`src/design/rsx_pkg.sv`:
```
package rsx_pkg;

    // ------------------------------------------------------------------
    // operation codes
    // ------------------------------------------------------------------
    typedef enum logic [2:0]
    {
        RSX_OP_NONE   = 3'h0,
        RSX_OP_ROTL   = 3'h1,
        RSX_OP_ROTR   = 3'h2,
        RSX_OP_LSUB   = 3'h3,
        RSX_OP_FSUB   = 3'h4,
        RSX_OP_SWAP   = 3'h5,
        RSX_OP_SLEEP  = 3'h6
    } rsx_op_e;

    // ------------------------------------------------------------------
    // destination, widths and reset values
    // ------------------------------------------------------------------
    localparam logic       DEST_ACC     = 1'h0;
    localparam logic       DEST_FILE    = 1'h1;
    localparam int         DATA_W       = 8;
    localparam int         ADDR_W       = 7;
    localparam int         WDT_W        = 8;
    localparam int         PRE_W        = 8;
    localparam int         MSB_POS      = 7;
    localparam int         NIB_MSB_POS  = 3;
    localparam logic [7:0] WDT_CLEARED  = 8'h00;
    localparam logic [7:0] PRE_CLEARED  = 8'h00;
    localparam logic [7:0] ACC_RST      = 8'h00;
    localparam logic       TIMEOUT_RST  = 1'h1;
    localparam logic       PDOWN_RST    = 1'h1;

endpackage : rsx_pkg

```
`src/design/rsx_exec.sv`:
```
module rsx_exec
(
    // clock and reset
    input  wire logic                       i_clk,
    input  wire logic                       i_rstn,
    // instruction
    input  wire logic                       i_valid,
    input  wire rsx_pkg::rsx_op_e           i_op,
    input  wire logic                       i_dest,
    input  wire logic [rsx_pkg::ADDR_W-1:0] i_addr,
    input  wire logic [rsx_pkg::DATA_W-1:0] i_lit,
    input  wire logic [rsx_pkg::DATA_W-1:0] i_fdata,
    // watchdog and wake-up
    input  wire logic                       i_wdt_tick,
    input  wire logic                       i_wake,
    // results
    output logic                            o_fwr,
    output logic      [rsx_pkg::ADDR_W-1:0] o_faddr,
    output logic      [rsx_pkg::DATA_W-1:0] o_fwdata,
    output logic      [rsx_pkg::DATA_W-1:0] o_acc,
    // status
    output logic                            o_carry,
    output logic                            o_half_borrow_flag,
    output logic                            o_zero,
    output logic                            o_timeout_bit,
    output logic                            o_powerdown_bit,
    output logic      [rsx_pkg::WDT_W-1:0]  o_wdt,
    output logic      [rsx_pkg::PRE_W-1:0]  o_wdt_pre,
    output logic                            o_sleep,
    output logic                            o_osc_run
);

    // ------------------------------------------------------------------
    // state
    // ------------------------------------------------------------------
    typedef struct packed
    {
        logic                       fwr;
        logic [rsx_pkg::ADDR_W-1:0] faddr;
        logic [rsx_pkg::DATA_W-1:0] fwdata;
        logic [rsx_pkg::DATA_W-1:0] acc;
        logic                       c;
        logic                       half_borrow;
        logic                       z;
        logic                       to;
        logic                       powerdown;
        logic [rsx_pkg::WDT_W-1:0]  wdt;
        logic [rsx_pkg::PRE_W-1:0]  pre;
        logic                       sleep;
        logic                       osc_run;
    } rsx_state_s;

    rsx_state_s st_r;
    rsx_state_s st_nxt;

    logic [rsx_pkg::DATA_W:0]   diff;
    logic [4:0]                 ldiff;
    logic [rsx_pkg::DATA_W-1:0] minuend;
    logic [rsx_pkg::DATA_W-1:0] res;
    logic                       wr_res;

    // ------------------------------------------------------------------
    // subtract datapath
    // ------------------------------------------------------------------
    always_comb
    begin
        minuend = (i_op == rsx_pkg::RSX_OP_LSUB) ? i_lit : i_fdata;
        diff    = {1'b0, minuend} - {1'b0, st_r.acc};
        ldiff   = {1'b0, minuend[3:0]} - {1'b0, st_r.acc[3:0]};
    end

    // ------------------------------------------------------------------
    // next state
    // ------------------------------------------------------------------
    always_comb
    begin
        st_nxt     = st_r;
        st_nxt.fwr = 1'b0;
        res        = i_fdata;
        wr_res     = 1'b0;
        // watchdog counts on every i_wdt_tick, asleep or awake, except that a SLEEP issued that cycle clears it; wake-up restarts the oscillator
        if (i_wdt_tick)
        begin
            st_nxt.pre = st_r.pre + 8'h01;
            if (st_r.pre == {rsx_pkg::PRE_W{1'b1}})
                st_nxt.wdt = st_r.wdt + 8'h01;
        end
        if (st_r.sleep)
        begin
            if (i_wake)
                st_nxt.sleep = 1'b0;
        end
        else if (i_valid)
        begin
            case (i_op)
                rsx_pkg::RSX_OP_ROTL:
                begin
                    res    = {i_fdata[6:0], st_r.c};
                    st_nxt.c = i_fdata[rsx_pkg::MSB_POS];
                    wr_res = 1'b1;
                end
                rsx_pkg::RSX_OP_ROTR:
                begin
                    res    = {st_r.c, i_fdata[7:1]};
                    st_nxt.c = i_fdata[0];
                    wr_res = 1'b1;
                end
                rsx_pkg::RSX_OP_LSUB:
                begin
                    st_nxt.acc = diff[7:0];
                    st_nxt.c   = ~diff[rsx_pkg::DATA_W];
                    st_nxt.half_borrow = ~ldiff[4];
                    st_nxt.z   = (diff[7:0] == 8'h00);
                end
                rsx_pkg::RSX_OP_FSUB:
                begin
                    res       = diff[7:0];
                    st_nxt.c  = ~diff[rsx_pkg::DATA_W];
                    st_nxt.half_borrow = ~ldiff[4];
                    st_nxt.z  = (diff[7:0] == 8'h00);
                    wr_res    = 1'b1;
                end
                rsx_pkg::RSX_OP_SWAP:
                begin
                    res    = {i_fdata[3:0], i_fdata[7:4]};
                    wr_res = 1'b1;
                end
                rsx_pkg::RSX_OP_SLEEP:
                begin
                    st_nxt.wdt   = rsx_pkg::WDT_CLEARED;
                    st_nxt.pre   = rsx_pkg::PRE_CLEARED;
                    st_nxt.powerdown = 1'b0;
                    st_nxt.to    = 1'b1;
                    st_nxt.sleep = 1'b1;
                end
                default:
                begin
                    wr_res = 1'b0;
                end
            endcase
            // route result by destination bit
            if (wr_res)
            begin
                if (i_dest == rsx_pkg::DEST_FILE)
                begin
                    st_nxt.fwr    = 1'b1;
                    st_nxt.faddr  = i_addr;
                    st_nxt.fwdata = res;
                end
                else
                    st_nxt.acc = res;
            end
        end
        // oscillator runs whenever the core is awake
        st_nxt.osc_run = ~st_nxt.sleep;
    end

    // ------------------------------------------------------------------
    // state register
    // ------------------------------------------------------------------
    always_ff @(posedge i_clk)
    begin
        if (!i_rstn)
        begin
            st_r        <= '0;
            st_r.acc    <= rsx_pkg::ACC_RST;
            st_r.to     <= rsx_pkg::TIMEOUT_RST;
            st_r.powerdown <= rsx_pkg::PDOWN_RST;
            st_r.osc_run   <= 1'b1;                 // awake out of reset
        end
        else
            st_r <= st_nxt;
    end

    // ------------------------------------------------------------------
    // outputs
    // ------------------------------------------------------------------
    assign o_fwr              = st_r.fwr;
    assign o_faddr            = st_r.faddr;
    assign o_fwdata           = st_r.fwdata;
    assign o_acc              = st_r.acc;
    assign o_carry            = st_r.c;
    assign o_half_borrow_flag = st_r.half_borrow;
    assign o_zero             = st_r.z;
    assign o_timeout_bit      = st_r.to;
    assign o_powerdown_bit    = st_r.powerdown;
    assign o_wdt              = st_r.wdt;
    assign o_wdt_pre          = st_r.pre;
    assign o_sleep            = st_r.sleep;
    assign o_osc_run          = st_r.osc_run;

    // ------------------------------------------------------------------
    // assertions
    // ------------------------------------------------------------------
    logic run_ok;
    assign run_ok = i_valid && !st_r.sleep;
endmodule : rsx_exec

```
`config.mk`:
```
export PLATFORM = sky130hd
export DESIGN_NAME = rsx_exec
export DESIGN_NICKNAME = d
export VERILOG_FILES = /design/src/design/rsx_pkg.sv /design/src/design/rsx_exec.sv
export SDC_FILE = /design/constraint.sdc
export NUM_CORES = 1
export LEC_CHECK = 0
export ABC_AREA = 1
export BUFFER_PORTS_ARGS = -buffer_cell sky130_fd_sc_hd__buf_2
export CAP_MARGIN = 40
export CORE_UTILIZATION = 49
export CTS_BUF_LIST = sky130_fd_sc_hd__clkbuf_8
export DETAILED_ROUTE_END_ITERATION = 16
export MAX_ROUTING_LAYER = met4
export PLACE_DENSITY = 0.79
export SETUP_SLACK_MARGIN = 0.3
export SLEW_MARGIN = 20
export SYNTH_ARGS = -nofsm -noshare
export SYNTH_HDL_FRONTEND = slang
export SYNTH_SLANG_ARGS = --single-unit
```
`constraint.sdc`:
```
create_clock -name i_clk -period 1.9 [get_ports i_clk]
set_input_delay 0.095 -clock i_clk [delete_from_list [all_inputs] [get_ports i_clk]]
set_output_delay 0.095 -clock i_clk [all_outputs]
set_load 0.02 [all_outputs]
```
==> metrics.txt, run 1 <==
worst skew pair latency=0.31 ns; Top Ports=79; GR Util All Layers=0.2617; grt ovf=0; leak pwr=1.872 nW; Register-to-Register Path Depth=14; R2R Path End=o_acc[6]; Slowest-stage cell, CP=fa_2; RSZ-0062 raised after global routing=true; Seq/Total Area, Yosys=0.3265; overall power=2.593 mW; synth cell count leaders=nand2_1 (85), inv_1 (60), nor2_1 (52); CTS sink cnt=46; post-synth top area cell=dfxtp_1; worst clock skew=0.01193 ns; final setup vio count=0; Port Buf Inserts=77; TritonCTS buffer count=5; std cell rows=27; HP Class=input port to flop; # nets final=561; Yosys reg bits=46; Netlist cell types=38; status=completed; Tcrit/Tclk final=0.9367; die width=77.87 um; final worst slack=0.1203 ns; CTS tree=done; Avg WL per Cell=13.29 um; Setup CP Type=flop to flop; largest net degree at the start of global routing=24; main flop type after synthesis=dfxtp_1; WP data arrival=1.97 ns; most common cell in the netlist=nand2_1; cell mode on critical path=nand2_2; die extent in y=77.87 um; Ys Warns=0; Hold Path Depth=3; required time of the worst setup path=2.09 ns; vias per inst=5.300; Hold Startpoint=i_wake; maxcap violations=0; Initial Util=0.5090; Final Hold Vio Count=0; Remaining DRCs=0; Cells after Synth=420; clock transition at the registers of the reported paths=0.10 ns; Post-synth EDFFs=0; Net Count, Synth=464; DRT Pass-1 Iters=5; Reg2Reg Launch Point=o_acc[0]; Synth async-reset ratio=0; vias in the first global route=2787; top post-synthesis cells by area=dfxtp_1 (33%), nand2_1 (11%), inv_1 (8.0%), nor2_1 (6.9%), o21ai_0 (6.0%); CTS max path bufs=2; PwrDens=685.2 nW/um^2; r2r setup slk=0.12 ns; min Tclk post-route=1.780 ns; pre-CTS setup slack=-0.09278 ns; Mapped Avg Cell Area=6.715 sq um; post-route antenna net violation count=0; WHS Endpoint=o_osc_run; Max H-tree Level=2; Util after Layout=0.6832; Fmax=561.9 MHz; worst path cell trace=ha_4 -> fa_2 -> inv_2 -> nand2_2 -> nand2_2 -> nand3_2 -> nand2_2 -> nand2_2 -> nand2_1 -> nand2_1 -> nand2_1 -> inv_1 -> nand2_2 -> a21oi_2; Crit Path Max Fanout=2; Vias=3127; Peak VDD IR=0.4837 mV; die area=6063 sq um; Worst Setup Start Kind=flop; core area=5540 sq um; initial antenna violation count=0; synthesized cell area=2820 sq um; first-pass GRT wire length=12280 um; Synth top area share=0.3265; layout cells sized above 1=0.3764; number of hold buffers added after CTS=0; WL final=7843 um; Root Driver=clkbuf_8; routability cong.=0.9731; Max Slew Vio Count=0; Crit. End Element=flop; diodes inserted=0; Setup TNS Final=0 ns; initial detailed-routing violation count=247; Area growth, synth to finish=34.21%; DP HPWL=5527 um; slowest stage delay, CP=0.36 ns
[timing repair]
action,4_1_cts,5_1_grt
pin swaps,9,7
setup endpoints to repair,17,25
gates resized for setup,30,36
buffers inserted,3,3
[final cells by class]
cell class                 instances  area [sq um]
multi-input combinational        295          1813
fill                             488          1755
sequential                        46         933.4
timing repair buffer             101         565.5
inverter                          68         270.3
tap                               72         90.09
clock buffer                       5         68.82
clock inverter                     3         43.79
[state kept, by name, indices dropped and copies added (netlist names)]
register	flops
o_zero	1
o_sleep	1
o_wdt	8
o_faddr	7
o_powerdown_bit	1
o_osc_run	1
o_half_borrow_flag	1
o_acc	8
o_fwdata	8
o_wdt_pre	8
o_carry	1
o_fwr	1
[metal layers]
metal / GRT usage / wire [um] / up-vias
li1: - / - / 1554
met1: 0.3147 / 3328 / 1417
met2: 0.4451 / 3852 / 129
met3: 0.03294 / 419 / 27
met4: 0.1000 / 244 / 0
met5: - / 0 / -
[worst max-delay path: cells and delay by family, from the launching register on]
kind            cells  cell delay (ns)
fa+ha+maj           2             0.52
buf+inv             2             0.11
simple gates        9             0.62
flops               1             0.35
compound gates      1             0.04
[logic make-up (layout without fill, tap and decap cells)]
family	count (synthesis)	after routing	synth area share
AOI/OAI and AO/OA	81	81	0.1575
xor gates and xnor gates	7	7	0.02174
adders and majority gates	12	12	0.05590
buffers and inverters	79	177	0.1167
DFF	46	46	0.3265
other	1	1	0.001330
and+or+nand+nor	194	194	0.3203
[through the flow]
step	hold slack, ns	cells	cell area [sq um]
floorplan	0.2334	420	2872
global placement	0.3282	576	3390
detailed placement	0.3332	576	3390
CTS	0.01986	587	3654
global route	0.05085	590	3785
finish	0.02231	590	3785
[how the worst max path moves through the flow]
| stage | start | to | slack, ns | depth (start not counted) |
|---|---|---|---|---|
| after detailed placement | i_op[2] | o_zero | -0.09 | 16 |
| after CTS | o_acc[0] | o_acc[6] | 0.21 | 14 |
| after floorplan | i_op[0] | o_acc[7] | 0.02 | 17 |
| final | o_acc[0] | o_acc[6] | 0.12 | 14 |
| after global routing | o_acc[0] | o_acc[6] | 0.03 | 14 |
| after global placement | i_op[2] | o_acc[6] | -0.03 | 19 |
[where the power goes]
group / internal, mW / switching, mW / leakage, nW / total, mW
Combinational: 0.316 / 0.493 / 1.44 / 0.809
Sequential: 1.01 / 0.0264 / 0.378 / 1.03
Clock: 0.395 / 0.356 / 0.0585 / 0.750
Total: 1.72 / 0.875 / 1.87 / 2.59
[placed cells by master, fill, tap and decap left out, types with 7 or more instances in the layout]
cell type and instances:
buf_2 77, nand2_1 67, inv_1 57, nor2_1 52, dfxtp_1 38, o21ai_0 26
buf_4 24, nand2_2 23, a21oi_1 18, nand3_1 14, nand3_2 13, o22ai_1 10
inv_2 9, dfxtp_2 7
No activity file was read; power rests on OpenSTA's default activity.
==> run 2: changes to the inputs <==
--- a/config.mk
+++ b/config.mk
@@ -15,4 +15,5 @@
 export PLACE_DENSITY = 0.79
 export SETUP_SLACK_MARGIN = 0.3
+export SKIP_LAST_GASP = 1
 export SLEW_MARGIN = 20
 export SYNTH_ARGS = -nofsm -noshare
==> constraint.sdc (replaced) <==
create_clock -name i_clk -period 1.9 [get_ports i_clk]
set_input_delay 0.38 -clock i_clk [delete_from_list [all_inputs] [get_ports i_clk]]
set_output_delay 0.38 -clock i_clk [all_outputs]
set_load 0.02 [all_outputs]
==> metrics.txt, run 2 (synthesized netlist as in run 1, its figures left out) <==
status=finished, violations left (was completed); failing checks=negative setup slack; met2 usage=0.4504 (was 0.4451); final setup vio count=5 (was 0); worst path cell trace=buf_2 -> nand3_4 -> inv_8 -> buf_12 -> nand2_1 -> o21ai_0 -> ha_1 -> a21oi_1 -> nand3b_1 -> nand2_1 -> nand2_1 -> nand2_1 -> inv_1 -> nand2_1 -> a21oi_2 (was ha_4 -> fa_2 -> inv_2 -> nand2_2 -> nand2_2 -> nand3_2 -> nand2_2 -> nand2_2 -> nand2_1 -> nand2_1 -> nand2_1 -> inv_1 -> nand2_2 -> a21oi_2); maxcap violations=0 (unchanged); Peak VDD IR=0.4468 mV (was 0.4837 mV); Reg2Reg Launch Point=o_acc[0] (unchanged); vias in the first global route=2809 (was 2787); Vias=3136 (was 3127); WL final=7788 um (was 7843 um); die width=77.87 um (unchanged); Setup CP Type=input port to flop (was flop to flop); Switching Fraction=0.3478 (was 0.3373); global route hottest layer=met2 (unchanged); Initial Util=0.5090 (unchanged); Avg WL per Cell=12.96 um (was 13.29 um); CP bufs+invs=4 (was 2); DRT Pass-1 Iters=5 (unchanged); Register-to-Register Path Depth=13 (was 14); largest net degree at the start of global routing=24 (unchanged); Remaining DRCs=0 (unchanged); post-route antenna net violation count=0 (unchanged); die area=6063 sq um (unchanged); worst skew pair latency=0.30 ns (was 0.31 ns); worst clock skew=0.007425 ns (was 0.01193 ns); std cell rows=27 (unchanged); Crit. End Element=flop (unchanged); Cells after DPL=586 (was 576); most frequent cells in the layout=buf_2 (76), nand2_1 (72), inv_1 (60), nor2_1 (50), dfxtp_1 (44) (was buf_2 (77), nand2_1 (67), inv_1 (57), nor2_1 (52), dfxtp_1 (38)); # nets final=572 (was 561); Setup TNS Final=-0.1538 ns (was 0 ns); diodes inserted=0 (unchanged); min Tclk post-route=1.965 ns (was 1.780 ns); most common cell after layout, fill and taps aside=buf_2 (unchanged); leak pwr=1.921 nW (was 1.872 nW); Root Driver=clkbuf_8 (unchanged); CTS tree=done (unchanged); Filler Cells Inserted=482 (was 488); Crit path depth=15 (was 14); initial detailed-routing violation count=128 (was 247); Slowest-stage cell, CP=ha_1 (was fa_2); CP delay by family, top=simple AND/OR/NAND/NOR gates (unchanged); Fmax=508.9 MHz (was 561.9 MHz); Final Hold Vio Count=0 (unchanged); layout cells sized above 1=0.3611 (was 0.3764); cell mode on critical path=nand2_1 (was nand2_2); vias per inst=5.218 (was 5.300); Crit Path Max Fanout=9 (was 2); r2r setup slk=0.04 ns (was 0.12 ns); register share of total power=0.426 (was 0.399); Top Ports=79 (unchanged); Final Non-Filler Cells=601 (was 590); CTS sink cnt=46 (unchanged); Setup crit start=i_op[1] (was o_acc[0]); internal power=1.586 mW (was 1.718 mW); Hold Path Depth=3 (unchanged); clock transition at the registers of the reported paths=0.09 ns (was 0.10 ns); HP Class=input port to flop (unchanged); CTS max path bufs=2 (unchanged); RSZ-0062 raised after global routing=true (unchanged); final worst slack=-0.06500 ns (was 0.1203 ns); slowest stage delay, CP=0.33 ns (was 0.36 ns); Max H-tree Level=2 (unchanged); required time of the worst setup path=2.10 ns (was 2.09 ns); GRT met3 Usage=0.04000 (was 0.03294); TritonCTS buffer count=5 (unchanged); Hold Startpoint=i_wake (unchanged); Gate power share=0.326 (was 0.312); routability cong.=0.9531 (was 0.9731); Worst Setup Start Kind=input port (was flop); die extent in y=77.87 um (unchanged); Tcrit/Tclk final=1.034 (was 0.9367); number of hold buffers added after CTS=0 (unchanged); Area growth, synth to finish=34.56% (was 34.21%); met1 Use GR=0.3147 (unchanged); Clk pwr share=0.248 (was 0.289); Port Buf Inserts=77 (unchanged); core area=5540 sq um (unchanged); GR Util All Layers=0.2625 (was 0.2617); initial antenna violation count=0 (unchanged); grt ovf=0 (unchanged); DP HPWL=5717 um (was 5527 um); PwrDens=640.6 nW/um^2 (was 685.2 nW/um^2); first-pass GRT wire length=12300 um (was 12280 um); sw power=0.8454 mW (was 0.8748 mW); WP data arrival=2.16 ns (was 1.97 ns); Max Slew Vio Count=0 (unchanged); pre-CTS setup slack=-0.3465 ns (was -0.09278 ns)
## run 2: cell type report
cell class              count  area, sq um  share of cell area
multi-input cells         295         1752              0.4616
flip-flops and latches     46        923.4              0.2433
repair buffers            112        678.2              0.1787
inverters                  68        265.3             0.06990
well taps                  72        90.09             0.02374
clock buffers               5        68.82             0.01813
clock inverters             3        17.52            0.004616
## run 2: through the flow
stage | area [sq um] | utilization | hold WS (ns) | power, mW
2_1_floorplan | 2872 | - | 0.5184 | 1.496
3_3_place_gp | 3465 | 0.6253 | 0.4270 | 1.708
3_5_place_dp | 3465 | 0.6253 | 0.4361 | 1.723
4_1_cts | 3606 | 0.6509 | 0.3146 | 2.345
5_1_grt | 3795 | 0.6850 | 0.3059 | 2.571
6_report | 3795 | 0.6850 | 0.3165 | 2.431
## run 2: final timing paths
| path | endpoint |
|---|---|
| worst min register to register | o_powerdown_bit |
| worst min-delay path | o_osc_run |
| worst max-delay path | o_acc[6] |
| worst max register to register | o_acc[6] |
## run 2: metal layers
metal  vias to the layer above  routed length (um)  share of wire
met4                         0                 163          0.021
met5                         -                   0              0
li1                       1571                   -              -
met3                        18                 474          0.061
met2                       131                3843           0.49
met1                      1416                3306           0.42
## run 2: power by group through the flow
| stage | clock network, mW | logic, mW | registers [mW] |
|---|---|---|---|
| floorplan | 0 | 0.391 | 1.10 |
| global placement | 0 | 0.654 | 1.05 |
| detailed placement | 0 | 0.667 | 1.06 |
| CTS | 0.618 | 0.695 | 1.03 |
| global route | 0.660 | 0.868 | 1.04 |
| finish | 0.603 | 0.792 | 1.04 |
## run 2: worst reg2reg max path: cells and delay by family (launching register included)
family | cells | cell delay (ns)
flip-flops | 1 | 0.37
AND/OR/NAND/NOR | 8 | 0.61
adder cells (fa/ha/maj) | 2 | 0.59
buffers and inverters | 2 | 0.12
AO/OA/AOI/OAI | 1 | 0.11
## run 2: what timing repair did
action                     CTS  global route
setup endpoints to repair   18            26
setup buffers                2             5
pin swaps                    7            11
resized for setup           12            38
